### src/core/mctm_pkg.sv
`default_nettype none
package mctm_pkg;
    localparam int unsigned ADDR_W = 12;
    localparam int unsigned DATA_W = 64;

    localparam logic [11:0] ADDR_MC_STATE = 12'h17a;
    localparam logic [11:0] ADDR_PERF_STS = 12'h198;
    localparam logic [11:0] ADDR_PERF_CTL = 12'h199;
    localparam logic [11:0] ADDR_CLK_MOD = 12'h19a;
    localparam logic [11:0] ADDR_THERM_INT = 12'h19b;
    localparam logic [11:0] ADDR_THERM_STS = 12'h19c;
    localparam logic [11:0] ADDR_MODE_SEL = 12'h19d;
    localparam logic [11:0] ADDR_MISC_EN = 12'h1a0;
    localparam logic [11:0] ADDR_EVT_STS = 12'h1f0;
    localparam logic [11:0] ADDR_EVT_MASK = 12'h1f1;

    // Machine-check global state fields
    localparam int unsigned MC_RESTART_BIT = 0;
    localparam int unsigned MC_IP_VALID_BIT = 1;
    localparam int unsigned MC_IN_PROG_BIT = 2;
    localparam int unsigned MC_FIELD_W = 3;

    localparam int unsigned MODE_SEL_BIT = 16;
    localparam int unsigned AUTO_THERM_EN_BIT = 3;

    // Thermal monitor state fields
    localparam int unsigned THS_TRIP_BIT = 0;
    localparam int unsigned THS_LOG_BIT = 1;
    localparam int unsigned THS_W = 2;

    // Event status / mask layout
    localparam int unsigned EVT_MC_BIT = 0;
    localparam int unsigned EVT_SHUT_BIT = 1;
    localparam int unsigned EVT_TRIP_BIT = 2;
    localparam int unsigned EVT_W = 3;

    localparam logic [63:0] RST_WORD = 64'h0;

    typedef struct packed {
        logic duty_cycle_thermal_mode;
        logic freq_transition_thermal_mode;
        logic clk_run_en;
    } mctm_therm_t;
endpackage
`default_nettype wire

### src/core/mctm_msrs.sv
// Function
// - A machine-check event sets the in-progress flag, bit 2 of global state.
// - A machine-check event while in-progress is set enters shutdown, no exception.
// - Mode select bit 16 at zero selects duty-cycle thermal mode.
// - Mode select bit at one selects frequency-transition thermal mode.
// - With enable bit 3 clear, neither thermal mode is active.
// - Feature enable register at 1A0 is read/write; bits 2:0 reserved.
// - Clock modulation control register at 19AH is read/write.
// - Thermal interrupt control register at 19BH is read/write.
// - Thermal monitor state register at 19CH is read/write, shows state.
// - Performance-state status at 198H and control at 199H are decoded.
// - Enable bit 3 is read/write, enables thermal circuit, resets disabled.
// - Active circuit in duty-cycle mode forces clocks to 50% duty.
//
// The implementer's own choice: the address-and-strobe port.
`timescale 1ns/1ns
`default_nettype none
module mctm_msrs
    import mctm_pkg::*;
#(
    parameter int unsigned AW = ADDR_W
) (
    // Clock and reset
    input wire logic mclk,
    input wire logic nrst,
    // Register port
    input wire logic [AW-1:0] addr,
    input wire logic [DATA_W-1:0] wdata,
    input wire logic wr,
    input wire logic rd,
    output logic [DATA_W-1:0] rdata,
    // Machine-check events
    input wire logic mc_event,
    input wire logic mc_restart_ok,
    input wire logic mc_ip_valid,
    output logic mc_raise,
    output logic shutdown,
    // Thermal and performance state
    input wire logic therm_trip,
    input wire logic [DATA_W-1:0] perf_status_in,
    output mctm_therm_t therm,
    output logic [DATA_W-1:0] perf_ctl,
    output logic [DATA_W-1:0] clk_mod,
    output logic [DATA_W-1:0] therm_int,
    // Interrupt
    output logic irq
);
    logic [MC_FIELD_W-1:0] mc_state_ff, nxt_mc_state;
    logic shutdown_ff, mc_raise_ff;
    logic [DATA_W-1:0] perf_ctl_ff, clk_mod_ff, therm_int_ff;
    logic [THS_W-1:0] ths_ff, nxt_ths;
    logic mode_sel_ff, auto_en_ff;
    logic [EVT_W-1:0] evt_sts_ff, evt_mask_ff, nxt_evt_sts;
    logic trip_prev_ff;
    logic [DATA_W-1:0] rdata_ff;
    mctm_therm_t therm_ff, nxt_therm;
    logic irq_ff;

    // Address decode
    wire hit_mc = addr == ADDR_MC_STATE;
    wire hit_psts = addr == ADDR_PERF_STS;
    wire hit_pctl = addr == ADDR_PERF_CTL;
    wire hit_cmod = addr == ADDR_CLK_MOD;
    wire hit_tint = addr == ADDR_THERM_INT;
    wire hit_tsts = addr == ADDR_THERM_STS;
    wire hit_msel = addr == ADDR_MODE_SEL;
    wire hit_misc = addr == ADDR_MISC_EN;
    wire hit_ests = addr == ADDR_EVT_STS;
    wire hit_emsk = addr == ADDR_EVT_MASK;

    wire wr_mc = wr && hit_mc;
    wire wr_tsts = wr && hit_tsts;
    wire wr_ests = wr && hit_ests;

    // Machine-check handling
    wire in_prog = mc_state_ff[MC_IN_PROG_BIT];
    wire mc_second = mc_event && in_prog && !shutdown_ff;
    wire mc_first = mc_event && !in_prog && !shutdown_ff;

    always_comb begin
        nxt_mc_state = mc_state_ff;
        if (wr_mc) begin
            nxt_mc_state = wdata[MC_FIELD_W-1:0];
        end
        // Event beats a same-cycle software clear
        if (mc_first) begin
            nxt_mc_state[MC_IN_PROG_BIT] = 1'b1;
            nxt_mc_state[MC_RESTART_BIT] = mc_restart_ok;
            nxt_mc_state[MC_IP_VALID_BIT] = mc_ip_valid;
        end
    end

    // Thermal state
    wire trip_rise = therm_trip && !trip_prev_ff;
    wire circuit_on = auto_en_ff && therm_trip;

    always_comb begin
        nxt_ths = ths_ff;
        if (wr_tsts) begin
            nxt_ths[THS_LOG_BIT] = wdata[THS_LOG_BIT];
        end
        nxt_ths[THS_TRIP_BIT] = therm_trip;
        if (trip_rise) begin
            nxt_ths[THS_LOG_BIT] = 1'b1;
        end
    end

    always_comb begin
        nxt_therm = '0;
        // Neither mode without the enable bit
        nxt_therm.duty_cycle_thermal_mode = circuit_on && !mode_sel_ff;
        nxt_therm.freq_transition_thermal_mode = circuit_on && mode_sel_ff;
        // Alternate run and stop cycles for half duty
        nxt_therm.clk_run_en = 1'b1;
        if (nxt_therm.duty_cycle_thermal_mode) begin
            nxt_therm.clk_run_en = !therm_ff.clk_run_en;
        end
    end

    // Event status, write one to clear, set wins
    wire [EVT_W-1:0] evt_set = {trip_rise, mc_second, mc_first};
    wire [EVT_W-1:0] nxt_evt_mask = (wr && hit_emsk) ? wdata[EVT_W-1:0] : evt_mask_ff;

    always_comb begin
        nxt_evt_sts = evt_sts_ff;
        if (wr_ests) begin
            nxt_evt_sts = evt_sts_ff & ~wdata[EVT_W-1:0];
        end
        nxt_evt_sts = nxt_evt_sts | evt_set;
    end

    // Read mux, reserved and unmapped read zero
    wire [DATA_W-1:0] rd_mux =
        hit_mc ? {{(DATA_W-MC_FIELD_W){1'b0}}, mc_state_ff} :
        hit_psts ? perf_status_in :
        hit_pctl ? perf_ctl_ff :
        hit_cmod ? clk_mod_ff :
        hit_tint ? therm_int_ff :
        hit_tsts ? {{(DATA_W-THS_W){1'b0}}, ths_ff} :
        hit_msel ? (DATA_W'(mode_sel_ff) << MODE_SEL_BIT) :
        hit_misc ? (DATA_W'(auto_en_ff) << AUTO_THERM_EN_BIT) :
        hit_ests ? {{(DATA_W-EVT_W){1'b0}}, evt_sts_ff} :
        hit_emsk ? {{(DATA_W-EVT_W){1'b0}}, evt_mask_ff} :
        RST_WORD;

    always_ff @(posedge mclk or negedge nrst) begin
        if (!nrst) begin
            mc_state_ff <= '0;
            shutdown_ff <= 1'b0;
            mc_raise_ff <= 1'b0;
        end else begin
            mc_state_ff <= nxt_mc_state;
            mc_raise_ff <= mc_first;
            if (mc_second) begin
                shutdown_ff <= 1'b1;
            end
        end
    end

    always_ff @(posedge mclk or negedge nrst) begin
        if (!nrst) begin
            perf_ctl_ff <= RST_WORD;
            clk_mod_ff <= RST_WORD;
            therm_int_ff <= RST_WORD;
        end else begin
            if (wr && hit_pctl) begin
                perf_ctl_ff <= wdata;
            end
            if (wr && hit_cmod) begin
                clk_mod_ff <= wdata;
            end
            if (wr && hit_tint) begin
                therm_int_ff <= wdata;
            end
        end
    end

    always_ff @(posedge mclk or negedge nrst) begin
        if (!nrst) begin
            mode_sel_ff <= 1'b0;
            auto_en_ff <= 1'b0;
        end else begin
            if (wr && hit_msel) begin
                mode_sel_ff <= wdata[MODE_SEL_BIT];
            end
            if (wr && hit_misc) begin
                auto_en_ff <= wdata[AUTO_THERM_EN_BIT];
            end
        end
    end

    always_ff @(posedge mclk or negedge nrst) begin
        if (!nrst) begin
            ths_ff <= '0;
            trip_prev_ff <= 1'b0;
            therm_ff <= '0;
        end else begin
            ths_ff <= nxt_ths;
            trip_prev_ff <= therm_trip;
            therm_ff <= nxt_therm;
        end
    end

    always_ff @(posedge mclk or negedge nrst) begin
        if (!nrst) begin
            evt_sts_ff <= '0;
            evt_mask_ff <= '0;
            irq_ff <= 1'b0;
            rdata_ff <= RST_WORD;
        end else begin
            evt_sts_ff <= nxt_evt_sts;
            evt_mask_ff <= nxt_evt_mask;
            // Next-state terms keep irq exact right after a mask write
            irq_ff <= |(nxt_evt_sts & nxt_evt_mask);
            // Zero between reads so a stale word never looks valid
            rdata_ff <= rd ? rd_mux : RST_WORD;
        end
    end

    assign rdata = rdata_ff;
    assign mc_raise = mc_raise_ff;
    assign shutdown = shutdown_ff;
    assign therm = therm_ff;
    assign perf_ctl = perf_ctl_ff;
    assign clk_mod = clk_mod_ff;
    assign therm_int = therm_int_ff;
    assign irq = irq_ff;
endmodule
`default_nettype wire

### config.mk
export PLATFORM = sky130hd
export DESIGN_NAME = mctm_msrs
export DESIGN_NICKNAME = d
export VERILOG_FILES = /design/src/core/mctm_pkg.sv /design/src/core/mctm_msrs.sv
export SDC_FILE = /design/constraint.sdc
export NUM_CORES = 1
export LEC_CHECK = 0
export ABC_CLOCK_PERIOD_IN_PS = 2000
export BUFFER_PORTS_ARGS = -buffer_cell sky130_fd_sc_hd__buf_2
export CAP_MARGIN = 20
export CORE_MARGIN = 10
export CORE_UTILIZATION = 30
export DETAILED_ROUTE_END_ITERATION = 8
export RECOVER_POWER = 100
export SLEW_MARGIN = 20
export SYNTH_ARGS = -nofsm -noshare
export SYNTH_HDL_FRONTEND = slang
export SYNTH_SLANG_ARGS = --single-unit
### constraint.sdc
create_clock -name mclk -period 2 [get_ports mclk]
set_input_delay 0.3 -clock mclk [delete_from_list [all_inputs] [get_ports mclk]]
set_output_delay 0.3 -clock mclk [all_outputs]
set_load 0.01 [all_outputs]
==> reports/qor.csv, run 1 <==
stage,metric,value,unit
floorplan,core area,38600,um2
synthesis,mux cell area share after synthesis,23.0,%
synthesis,compound-gate portion of the synthesized area,9.27,%
power,maximum vdd drop,0.659,mV
layout,Area growth syn-to-layout,36.8,%
critical_path,"slowest stage delay, CP",0.38,ns
synthesis,most used flip-flop cell after synthesis,dfrtp_1,
sta,Clock Skews,0.00710,ns
routing,drt pass-1 iters,5,
floorplan,full die area,47100,um2
clock_tree,CTS tree,done,
sta,worst hold margin,0.0324,ns
global_routing,global-route wire length before repair,63200,um
routing,Vias,9375,
clock_tree,Root Buffer,clkbuf_16,
placement,HPWL Detailed,30800,um
routing,drt initial violations,567,
global_routing,vias in the first global route,10100,
placement,RePlAce Congestion,0.850,
sta,Fmax,567,MHz
clock_tree,CTS clock-pin slew for the worst setup and hold paths,0.06,ns
synthesis,largest family of logic cells by synthesized area,multiplexers,
outcome,status,completed,
job,max_cap viols,0,
synthesis,synthesized instance count,847,
floorplan,Cell Rows,72,
sta,Rel. slew slack,15.1,%
synthesis,Synth Area in Adders,0,%
synthesis,async set-reset flop share out of synthesis,100,%
synthesis,Ys Warns,0,
global_routing,largest net degree at the start of global routing,63,
critical_path,Crit path required time,2.44,ns
clock_tree,clk_lat worst skew,0.56,ns
synthesis,post-synthesis xor/xnor area fraction,0,%
sta,Worst Tran Pin Value,1.27,ns
global_routing,initial antenna violation count,4,
synthesis,syn_nets,995,
critical_path,CP Data Arrival Time,2.20,ns
routing,WL per Instance,22.0,um
power,power density over the cells,739,nW/um2
sta,max-slew violation count,0,
clock_tree,number of setup buffers added after CTS,0,
synthesis,Post-Syn Area,11700,um2
synthesis,syn_area_per_cell,13.8,um2
synthesis,number of synthesized flops with an enable pin,0,
worst_hold_path,worst min-delay path category,primary input to flip-flop,
routing,number of vias per cell,4.96,
synthesis,Synth Register Bits,275,
sta,RSZ-0062 raised after global routing,no,
critical_path,Critical Path Fanout Max,31,
clock_tree,CTS Sinks,275,
floorplan,initial core utilization,30.2,%
power,Leak Pwr,7.53,nW
floorplan,Chip Height,217,um
sta,crit share post-route,88.2,%
synthesis,register area share after synthesis,59.1,%
sta,Fin. Hold Viols,0,
global_routing,gr usage total,16.9,%
synthesis,Simple-Gate Fraction of Synth Area,6.21,%
sta,Tmin final,1.76,ns
critical_path,Crit Path Class,primary input to flip-flop,
critical_path,Slowest cell on crit path,mux2_2,
clock_tree,hold_buf cts,61,
clock_tree,cts bufs inserted,31,
clock_tree,Clock Tree Buf Depth,3,
power,total power,11.8,mW
critical_path,Worst setup SP type,primary input,
layout,layout cell share with drive strength beyond 1,31.9,%
critical_path,critical path cell sequence,"buf_2, nor4b_1, clkbuf_1, nand4_1, buf_4, nor2_4, buf_12, mux2_2",
sta,Setup Viol. Count Final,0,
layout,Layout Nets,1495,
routing,final wirelength,41700,um
routing,Post-DRT Antenna Nets,0,
placement,Port-buffer cells,409,
floorplan,Horiz. Die Dim,217,um
synthesis,Unique masters post-synth,48,
clock_tree,cts repair resizes,0,
floorplan,I/O pins,410,
global_routing,grt ovf,0,
critical_path,crit path capture type,flip-flop,
clock_tree,Clock H-tree levels,1,
routing,Residual DRC,0,
-- critical path, delay by kind of cell --
family	cells	cell delay [ns]
buffers and inverters	4	0.83
multiplexers	1	0.38
AND/OR/NAND/NOR	3	0.63
-- where the power goes --
part	switching, mW	internal, mW
logic	0.377	0.300
registers	0.0248	5.60
clock network	2.25	3.23
-- cell families after synthesis --
kind of cell	after synthesis
compound gates	129
mux	243
buf+inv	63
simple gates	137
flops	275
-- per-stage QoR --
step                worst slack (ns)  cells  setup TNS [ns]  util [%]  instance area, um2
floorplan                    -0.0185    847           -1.89         -               11700
CTS                            0.339   1888               0      42.4               16300
finish                         0.235   1890               0      41.3               15900
global route                   0.157   1889               0      41.3               15900
detailed placement            -0.176   1771          -23.90      38.2               14700
global placement              -0.132   1771          -22.41      38.2               14700
-- synth_stat cells, types with 2 or more instances --
cell	count	area share, %
nor2b_1	5	0.27
a221o_1	42	3.6
dfrtp_1	275	59
nand2_1	15	0.48
and4b_1	2	0.17
nor2_1	66	2.1
nor3_1	5	0.21
o22a_1	19	1.4
nor4_4	2	0.37
and2_1	3	0.16
nand4_1	7	0.38
nor2_2	3	0.16
mux2i_1	44	3.8
mux2_1	9	0.87
mux2_2	190	18
nor3b_1	5	0.32
o22ai_1	3	0.16
a311oi_1	2	0.15
or3_1	3	0.16
a21oi_1	3	0.13
buf_2	40	1.7
nand3_1	4	0.17
inv_1	5	0.16
o21ai_0	8	0.34
and3_1	3	0.16
buf_1	6	0.19
a22oi_1	41	2.6
nand2b_1	6	0.32
clkbuf_1	12	0.39
-- sequential cells by signal, indices dropped and copies added, names as in the netlist, 3 cells and up --
name and cells:
clk_mod 64, evt_mask_ff 3, evt_sts_ff 3, mc_state_ff 3, perf_ctl 64, rdata 64
therm 3, therm_int 64
-- per-layer routing --
layer	track usage (%)	wire, um	up-vias	share of wire (%)
met3	5.74	3640	64	8.7
met5	0	27	-	0.065
li1	-	-	4168	-
met2	28.9	20300	375	49
met4	4.73	863	4	2.1
met1	19.7	16900	4764	40
-- layout make-up --
class	instances	area, um2
sequential	275	6880
multi-input combinational	509	4490
clock buffer	48	910
inverter	5	18.8
fill	3852	22600
antenna	2	5.00
tap	518	648
timing repair buffer	525	2920
clock inverter	8	71.3
-- layout by cell type, fill, tap and decap left out, types with 2 or more instances in the layout --
| cell | synthesis | layout |
|---|---|---|
| and4b_1 | 2 | 2 |
| a22oi_1 | 41 | 41 |
| nor2_1 | 66 | 66 |
| nand4_1 | 7 | 7 |
| inv_1 | 5 | 5 |
| nand3_1 | 4 | 4 |
| nand2_1 | 15 | 15 |
| clkinv_2 | 0 | 5 |
| mux2_1 | 9 | 9 |
| nor2b_1 | 5 | 5 |
| buf_2 | 40 | 144 |
| nor2_4 | 0 | 3 |
| clkbuf_2 | 0 | 3 |
| and2_1 | 3 | 2 |
| clkbuf_8 | 0 | 7 |
| dfrtp_1 | 275 | 275 |
| mux2i_1 | 44 | 44 |
| a221o_1 | 42 | 42 |
| buf_4 | 0 | 29 |
| nor3_1 | 5 | 5 |
| nor3b_1 | 5 | 5 |
| a21oi_1 | 3 | 3 |
| buf_12 | 0 | 17 |
| dlygate4sd3_1 | 0 | 61 |
| mux2_2 | 190 | 190 |
| o21ai_0 | 8 | 8 |
| or3_1 | 3 | 3 |
| and3_1 | 3 | 2 |
| a311oi_1 | 2 | 2 |
| diode_2 | 0 | 2 |
| clkbuf_1 | 12 | 281 |
| nand2b_1 | 6 | 6 |
| clkbuf_16 | 0 | 31 |
| o22ai_1 | 3 | 3 |
| nor4_4 | 2 | 2 |
| o22a_1 | 19 | 19 |
-- final timing paths --
path	endpoint	slack, ns	depth (start not counted)	startpoint
min in group asynchronous	therm_int[12]	0.58	2	nrst
min reg2reg	therm[0]	0.44	1	therm[0]
max in group asynchronous	clk_mod[0]	0.38	3	nrst
min	therm_int[21]	0.03	2	wdata[21]
max reg2reg	irq	0.32	5	shutdown
max	clk_mod[20]	0.24	8	addr[9]
Power figures use the tool's default switching activity.
==> inputs of run 2 (changes only) <==
--- a/config.mk
+++ b/config.mk
@@ -11,6 +11,7 @@
 export CORE_MARGIN = 10
 export CORE_UTILIZATION = 30
 export DETAILED_ROUTE_END_ITERATION = 8
+export PLACE_DENSITY = 0.59
 export RECOVER_POWER = 100
 export SLEW_MARGIN = 20
 export SYNTH_ARGS = -nofsm -noshare
==> reports/qor.csv, run 2 (synthesized netlist as in run 1, its figures left out) <==
stage,metric,value,unit,change
clock_tree,Root Buffer,clkbuf_16,,unchanged
power,Sw Ratio,22.0,%,was 22.5%
routing,drt pass-1 iters,5,,unchanged
floorplan,initial core utilization,30.2,%,unchanged
layout,Area growth syn-to-layout,36.5,%,was 36.8%
clock_tree,Clock Tree Buf Depth,3,,unchanged
layout,Layout Nets,1506,,was 1495
critical_path,critical path buffer and inverter count,5,,was 4
critical_path,r2r worst-path depth,5,,unchanged
global_routing,gr usage total,17.5,%,was 16.9%
sta,Worst Tran Pin Value,0.964,ns,was 1.27 ns
routing,met1 wire length,17200,um,was 16900 um
sta,max-slew violation count,0,,unchanged
floorplan,core area,38600,um2,unchanged
critical_path,Worst setup SP type,primary input,,unchanged
critical_path,"slowest stage delay, CP",0.39,ns,was 0.38 ns
placement,Placed Cells,1779,,was 1771
critical_path,Crit path required time,2.43,ns,was 2.44 ns
clock_tree,clk_lat worst skew,0.56,ns,about the same
floorplan,Horiz. Die Dim,217,um,unchanged
sta,worst hold margin,0.0378,ns,was 0.0324 ns
floorplan,full die area,47100,um2,unchanged
placement,RePlAce Congestion,0.839,,was 0.850
routing,top sig layer,met5,,unchanged
layout,n_diodes,0,,was 2
global_routing,grt ovf,0,,unchanged
clock_tree,cts bufs inserted,31,,unchanged
power,Leak Pwr,7.52,nW,was 7.53 nW
routing,Post-DRT Antenna Nets,0,,unchanged
worst_hold_path,worst min-delay path category,primary input to flip-flop,,unchanged
routing,WL per Instance,22.8,um,was 22.0 um
global_routing,largest net degree at the start of global routing,57,,was 63
critical_path,critical path cell sequence,"buf_2, buf_4, nor4bb_1, buf_4, nand4_1, clkbuf_2, nor2_4, buf_6, mux2_2",,"was buf_2, nor4b_1, clkbuf_1, nand4_1, buf_4, nor2_4, buf_12, mux2_2"
critical_path,worst reg2reg endpoint,irq,,unchanged
clock_tree,hold_buf cts,64,,was 61
layout,"most common cell after layout, fill and taps aside",clkbuf_1,,unchanged
sta,Tmin final,1.84,ns,was 1.76 ns
critical_path,CP Data Arrival Time,2.27,ns,was 2.20 ns
placement,Port-buffer cells,409,,unchanged
sta,Clock Skews,0.0140,ns,was 0.00710 ns
power,Logic pwr share,5.9,%,was 5.7%
critical_path,Reg2Reg Setup Slack,0.34,ns,was 0.32 ns
outcome,status,completed,,unchanged
sta,Fin. Hold Viols,0,,unchanged
job,max_cap viols,0,,unchanged
clock_tree,number of setup buffers added after CTS,0,,unchanged
critical_path,Critical Path Fanout Max,34,,was 31
sta,RSZ-0062 raised after global routing,no,,unchanged
floorplan,Cell Rows,72,,unchanged
routing,final wirelength,43000,um,was 41700 um
worst_hold_path,Worst Hold End,clk_mod[3],,was therm_int[21]
sta,Fmax,544,MHz,was 567 MHz
clock_tree,cts repair resizes,0,,unchanged
clock_tree,Clock H-tree levels,1,,unchanged
critical_path,Slowest cell on crit path,mux2_2,,unchanged
critical_path,"delay-heaviest family, CP",buffers and inverters,,unchanged
placement,HPWL Detailed,31400,um,was 30800 um
critical_path,Crit Path Class,primary input to flip-flop,,unchanged
critical_path,crit path capture type,flip-flop,,unchanged
layout,post-route insts no fill,1891,,was 1890
power,Internal,9.14,mW,was 9.13 mW
sta,Rel. slew slack,35.7,%,was 15.1%
routing,Vias,9411,,was 9375
power,sequential share of power,48.1,%,was 47.7%
power,Clock power frac,46.1,%,was 46.5%
worst_hold_path,hold path start,wdata[3],,was wdata[21]
power,power density over the cells,736,nW/um2,was 739 nW/um2
global_routing,initial antenna violation count,1,,was 4
power,maximum vdd drop,0.595,mV,was 0.659 mV
global_routing,vias in the first global route,10300,,was 10100
global_routing,global-route wire length before repair,64900,um,was 63200 um
critical_path,critical path's most frequent cell,buf_4,,
routing,Residual DRC,0,,unchanged
clock_tree,CTS tree,done,,unchanged
worst_hold_path,WHS Path Cells,2,,unchanged
layout,layout cell share with drive strength beyond 1,31.6,%,was 31.9%
routing,drt initial violations,615,,was 567
routing,number of vias per cell,4.98,,was 4.96
routing,met3 WL,3600,um,was 3640 um
layout,"commonest cells after routing, fill and taps aside","clkbuf_1 (285), dfrtp_1 (275), mux2_2 (190)",,"was clkbuf_1 (281), dfrtp_1 (275), mux2_2 (190)"
floorplan,I/O pins,410,,unchanged
sta,Setup Viol. Count Final,0,,unchanged
power,sw power,2.57,mW,was 2.65 mW
routing,met2 WL,21500,um,was 20300 um
critical_path,launch point of the worst reg-to-reg path,mc_state_ff[2],,was shutdown
clock_tree,CTS Sinks,275,,unchanged
clock_tree,CTS clock-pin slew for the worst setup and hold paths,0.06,ns,about the same
sta,crit share post-route,91.9,%,was 88.2%
floorplan,Chip Height,217,um,unchanged
[run 2: per-stage QoR]
step | area (um2) | worst slack, ns | total power [mW] | util (%) | setup TNS [ns]
5_1_grt | 15900 | 0.0826 | 12.2 | 41.3 | 0
2_1_floorplan | 11700 | -0.0185 | 5.88 | - | -1.89
3_3_place_gp | 14800 | -0.406 | 6.33 | 38.4 | -67.45
3_5_place_dp | 14800 | -0.412 | 6.34 | 38.4 | -67.92
4_1_cts | 16400 | 0.184 | 11.9 | 42.5 | 0
6_report | 15900 | 0.162 | 11.7 | 41.3 | 0
[run 2: cell type report]
cell class	count	area, um2
Fill cell	3874	22600
Sequential cell	275	6880
Multi-Input combinational cell	509	4490
Timing Repair Buffer	536	2920
Clock buffer	42	867
Tap cell	518	648
Clock inverter	6	83.8
Inverter	5	18.8
[run 2: power groups by stage]
stage	logic, mW	clock network (mW)	registers, mW
6_report	0.686	5.40	5.62
5_1_grt	0.752	5.78	5.63
4_1_cts	0.722	5.54	5.62
3_5_place_dp	0.618	0	5.72
3_3_place_gp	0.613	0	5.72
2_1_floorplan	0.154	0	5.73
[run 2: how the worst max path moves through the flow]
| stage | slack [ns] | cells past startpoint | end | startpoint |
|---|---|---|---|---|
| 4_1_cts | 0.18 | 9 | therm_int[2] | addr[6] |
| 5_1_grt | 0.08 | 8 | clk_mod[35] | addr[9] |
| 3_3_place_gp | -0.41 | 9 | therm_int[60] | addr[6] |
| 3_5_place_dp | -0.41 | 9 | therm_int[2] | addr[6] |
| 6_report | 0.16 | 9 | clk_mod[27] | addr[6] |
| 2_1_floorplan | -0.02 | 5 | perf_ctl[10] | addr[9] |
[run 2: worst reg2reg max path, cell delays in order (launching register included)]
cell      delay [ns]
dfrtp_1         0.41
nor3b_1         0.28
clkbuf_1        0.32
o22a_1          0.22
a21boi_0        0.22
a221o_1         0.14
[run 2: routing by layer]
metal | up-vias | global-route usage [%]
met5 | - | 0
met1 | 4791 | 20.6
met4 | 2 | 3.82
met2 | 396 | 30.7
met3 | 49 | 5.55
li1 | 4173 | -
==> inputs of run 3 (changes only) <==
--- a/config.mk
+++ b/config.mk
@@ -5,7 +5,7 @@
 export SDC_FILE = /design/constraint.sdc
 export NUM_CORES = 1
 export LEC_CHECK = 0
-export ABC_CLOCK_PERIOD_IN_PS = 2000
+export ABC_CLOCK_PERIOD_IN_PS = 2050
 export BUFFER_PORTS_ARGS = -buffer_cell sky130_fd_sc_hd__buf_2
 export CAP_MARGIN = 20
 export CORE_MARGIN = 10
@@ -17,3 +17,4 @@
 export SYNTH_ARGS = -nofsm -noshare
 export SYNTH_HDL_FRONTEND = slang
 export SYNTH_SLANG_ARGS = --single-unit
+export TNS_END_PERCENT = 1
==> constraint.sdc (replaced) <==
create_clock -name mclk -period 2.05 [get_ports mclk]
set_input_delay 0.3075 -clock mclk [delete_from_list [all_inputs] [get_ports mclk]]
set_output_delay 0.3075 -clock mclk [all_outputs]
set_load 0.01 [all_outputs]
==> reports/qor.csv, run 3 (synthesized netlist as in run 1, its figures left out) <==
stage,metric,value,unit,change
worst_hold_path,worst min-delay path category,primary input to flip-flop,,unchanged
clock_tree,Clock H-tree levels,1,,unchanged
placement,RePlAce Congestion,0.818,,was 0.839
floorplan,Chip Height,217,um,unchanged
critical_path,Slowest cell on crit path,or4b_1,,was mux2_2
floorplan,Horiz. Die Dim,217,um,unchanged
layout,Area growth syn-to-layout,36.7,%,was 36.5%
routing,drt pass-1 iters,5,,unchanged
power,Leak Pwr,7.54,nW,was 7.52 nW
sta,Rel. slew slack,35.0,%,was 35.7%
floorplan,I/O pins,410,,unchanged
clock_tree,number of setup buffers added after CTS,0,,unchanged
job,max_cap viols,0,,unchanged
routing,drt initial violations,594,,was 615
layout,post-route insts no fill,1884,,was 1891
layout,"most common cell after layout, fill and taps aside",clkbuf_1,,unchanged
routing,number of vias per cell,5.00,,was 4.98
critical_path,Critical Path Fanout Max,15,,was 34
critical_path,Crit path required time,2.50,ns,was 2.43 ns
sta,Tmin final,1.90,ns,
clock_tree,Root Buffer,clkbuf_16,,unchanged
floorplan,core area,38600,um2,unchanged
sta,RSZ-0062 raised after global routing,no,,unchanged
placement,Placed Cells,1776,,was 1779
routing,final wirelength,43100,um,was 43000 um
critical_path,"slowest stage delay, CP",0.70,ns,was 0.39 ns
routing,Vias,9420,,was 9411
critical_path,critical path buffer and inverter count,2,,was 5
critical_path,critical path cell sequence,"buf_2, or4b_1, nor4_4, clkbuf_2, a21oi_1, a32o_1",,"was buf_2, buf_4, nor4bb_1, buf_4, nand4_1, clkbuf_2, nor2_4, buf_6, mux2_2"
sta,Fin. Hold Viols,0,,unchanged
floorplan,full die area,47100,um2,unchanged
routing,Residual DRC,0,,unchanged
critical_path,CP Data Arrival Time,2.35,ns,was 2.27 ns
critical_path,"delay-heaviest family, CP",simple AND/OR/NAND/NOR gates,,was buffers and inverters
routing,WL per Instance,22.9,um,was 22.8 um
clock_tree,Clock Tree Buf Depth,3,,unchanged
clock_tree,CTS tree,done,,unchanged
routing,Post-DRT Antenna Nets,0,,unchanged
global_routing,initial antenna violation count,1,,unchanged
layout,layout cell share with drive strength beyond 1,32.4,%,was 31.6%
floorplan,initial core utilization,30.2,%,unchanged
sta,Setup Viol. Count Final,0,,unchanged
layout,"commonest cells after routing, fill and taps aside","clkbuf_1 (281), dfrtp_1 (275), mux2_2 (190)",,"was clkbuf_1 (285), dfrtp_1 (275), mux2_2 (190)"
clock_tree,CTS Sinks,275,,unchanged
power,maximum vdd drop,0.600,mV,was 0.595 mV
global_routing,vias in the first global route,10500,,was 10300
sta,Clock Skews,0.00819,ns,was 0.0140 ns
placement,HPWL Detailed,31600,um,was 31400 um
power,power density over the cells,748,nW/um2,was 736 nW/um2
sta,max-slew violation count,0,,unchanged
clock_tree,clk_lat worst skew,0.56,ns,about the same
sta,setup_tns,0,ns,unchanged
global_routing,global-route wire length before repair,65300,um,was 64900 um
sta,Worst Tran Pin Value,0.976,ns,was 0.964 ns
sta,crit share post-route,92.6,%,
global_routing,gr usage total,17.6,%,was 17.5%
global_routing,largest net degree at the start of global routing,61,,was 57
layout,Layout Nets,1491,,was 1506
floorplan,Cell Rows,72,,unchanged
critical_path,Crit Path Class,primary input to flip-flop,,unchanged
sta,Fmax,527,MHz,
layout,filler cell count in the final layout,3866,,was 3874
outcome,status,completed,,unchanged
placement,Port-buffer cells,409,,unchanged
clock_tree,CTS clock-pin slew for the worst setup and hold paths,0.06,ns,about the same
critical_path,crit path capture type,flip-flop,,unchanged
global_routing,grt ovf,0,,unchanged
clock_tree,cts bufs inserted,31,,unchanged
critical_path,Worst setup SP type,primary input,,unchanged
run 3: cell types whose count changed in the layout (fill, tap and decap cells not counted), sizes merged:
cell	delta
clkinv	-1
buf	-2
diode	+1
bufinv	+2
dlygate4sd3	-12
clkbuf	+5
run 3: stage by stage:
step	hold WS (ns)	worst slack (ns)	power (mW)	utilization [%]	instance area, um2
final	0.0272	0.152	11.9	41.3	15900
after floorplan	0.0119	0.0174	5.74	-	11700
after global routing	0.0109	0.105	12.4	41.3	15900
after CTS	0.000273	0.361	12.1	42.5	16400
after global placement	0.306	-0.176	6.17	38.4	14800
after detailed placement	0.302	-0.226	6.18	38.4	14800
run 3: path summary, 6_finish.rpt:
check,start,to,slack (ns),cells after the start
max,addr[9],rdata[0],0.15,6
max in group asynchronous,nrst,therm_int[61],0.48,3
min in group asynchronous,nrst,perf_ctl[15],0.28,2
max reg2reg,shutdown,irq,0.43,5
min reg2reg,therm[0],therm[0],0.47,1
min,wdata[46],clk_mod[46],0.03,2
run 3: area by class of cell:
| type | count | area, um2 | share of cell area [%] |
|---|---|---|---|
| Antenna cell | 1 | 2.50 | 0.0157 |
| Clock buffer | 48 | 930 | 5.84 |
| Clock inverter | 7 | 139 | 0.872 |
| Inverter | 5 | 18.8 | 0.118 |
| Multi-Input combinational cell | 509 | 4480 | 28.1 |
| Sequential cell | 275 | 6880 | 43.2 |
| Tap cell | 518 | 648 | 4.07 |
| Timing Repair Buffer | 521 | 2830 | 17.8 |
run 3: worst register-to-register path, stage by stage, from the launching register on:
cell and delay (ns):
dfrtp_1 0.44, nor3b_1 0.11, or3_1 0.36, o22a_1 0.18
a21boi_0 0.13, a221o_1 0.28
run 3: repair_timing:
| action | in CTS | in global routing |
|---|---|---|
| endpoints found under the hold margin | 171 | 0 |
| gates resized for setup | 0 | 0 |
| hold buffers | 52 | 0 |
run 3: layer usage:
metal	global-route usage (%)	vias to the layer above	wire length, um
li1	-	4143	-
met4	4.38	0	870
met5	0	-	0
met2	31.1	390	21600
met1	20.3	4829	17000
met3	5.51	58	3620
run 3: power breakdown:
group	total, mW	switching, mW	internal [mW]
Clock	5.79	2.20	3.59
Combinational	0.649	0.371	0.278
Sequential	5.49	0.0237	5.46
Total	11.9	2.59	9.33
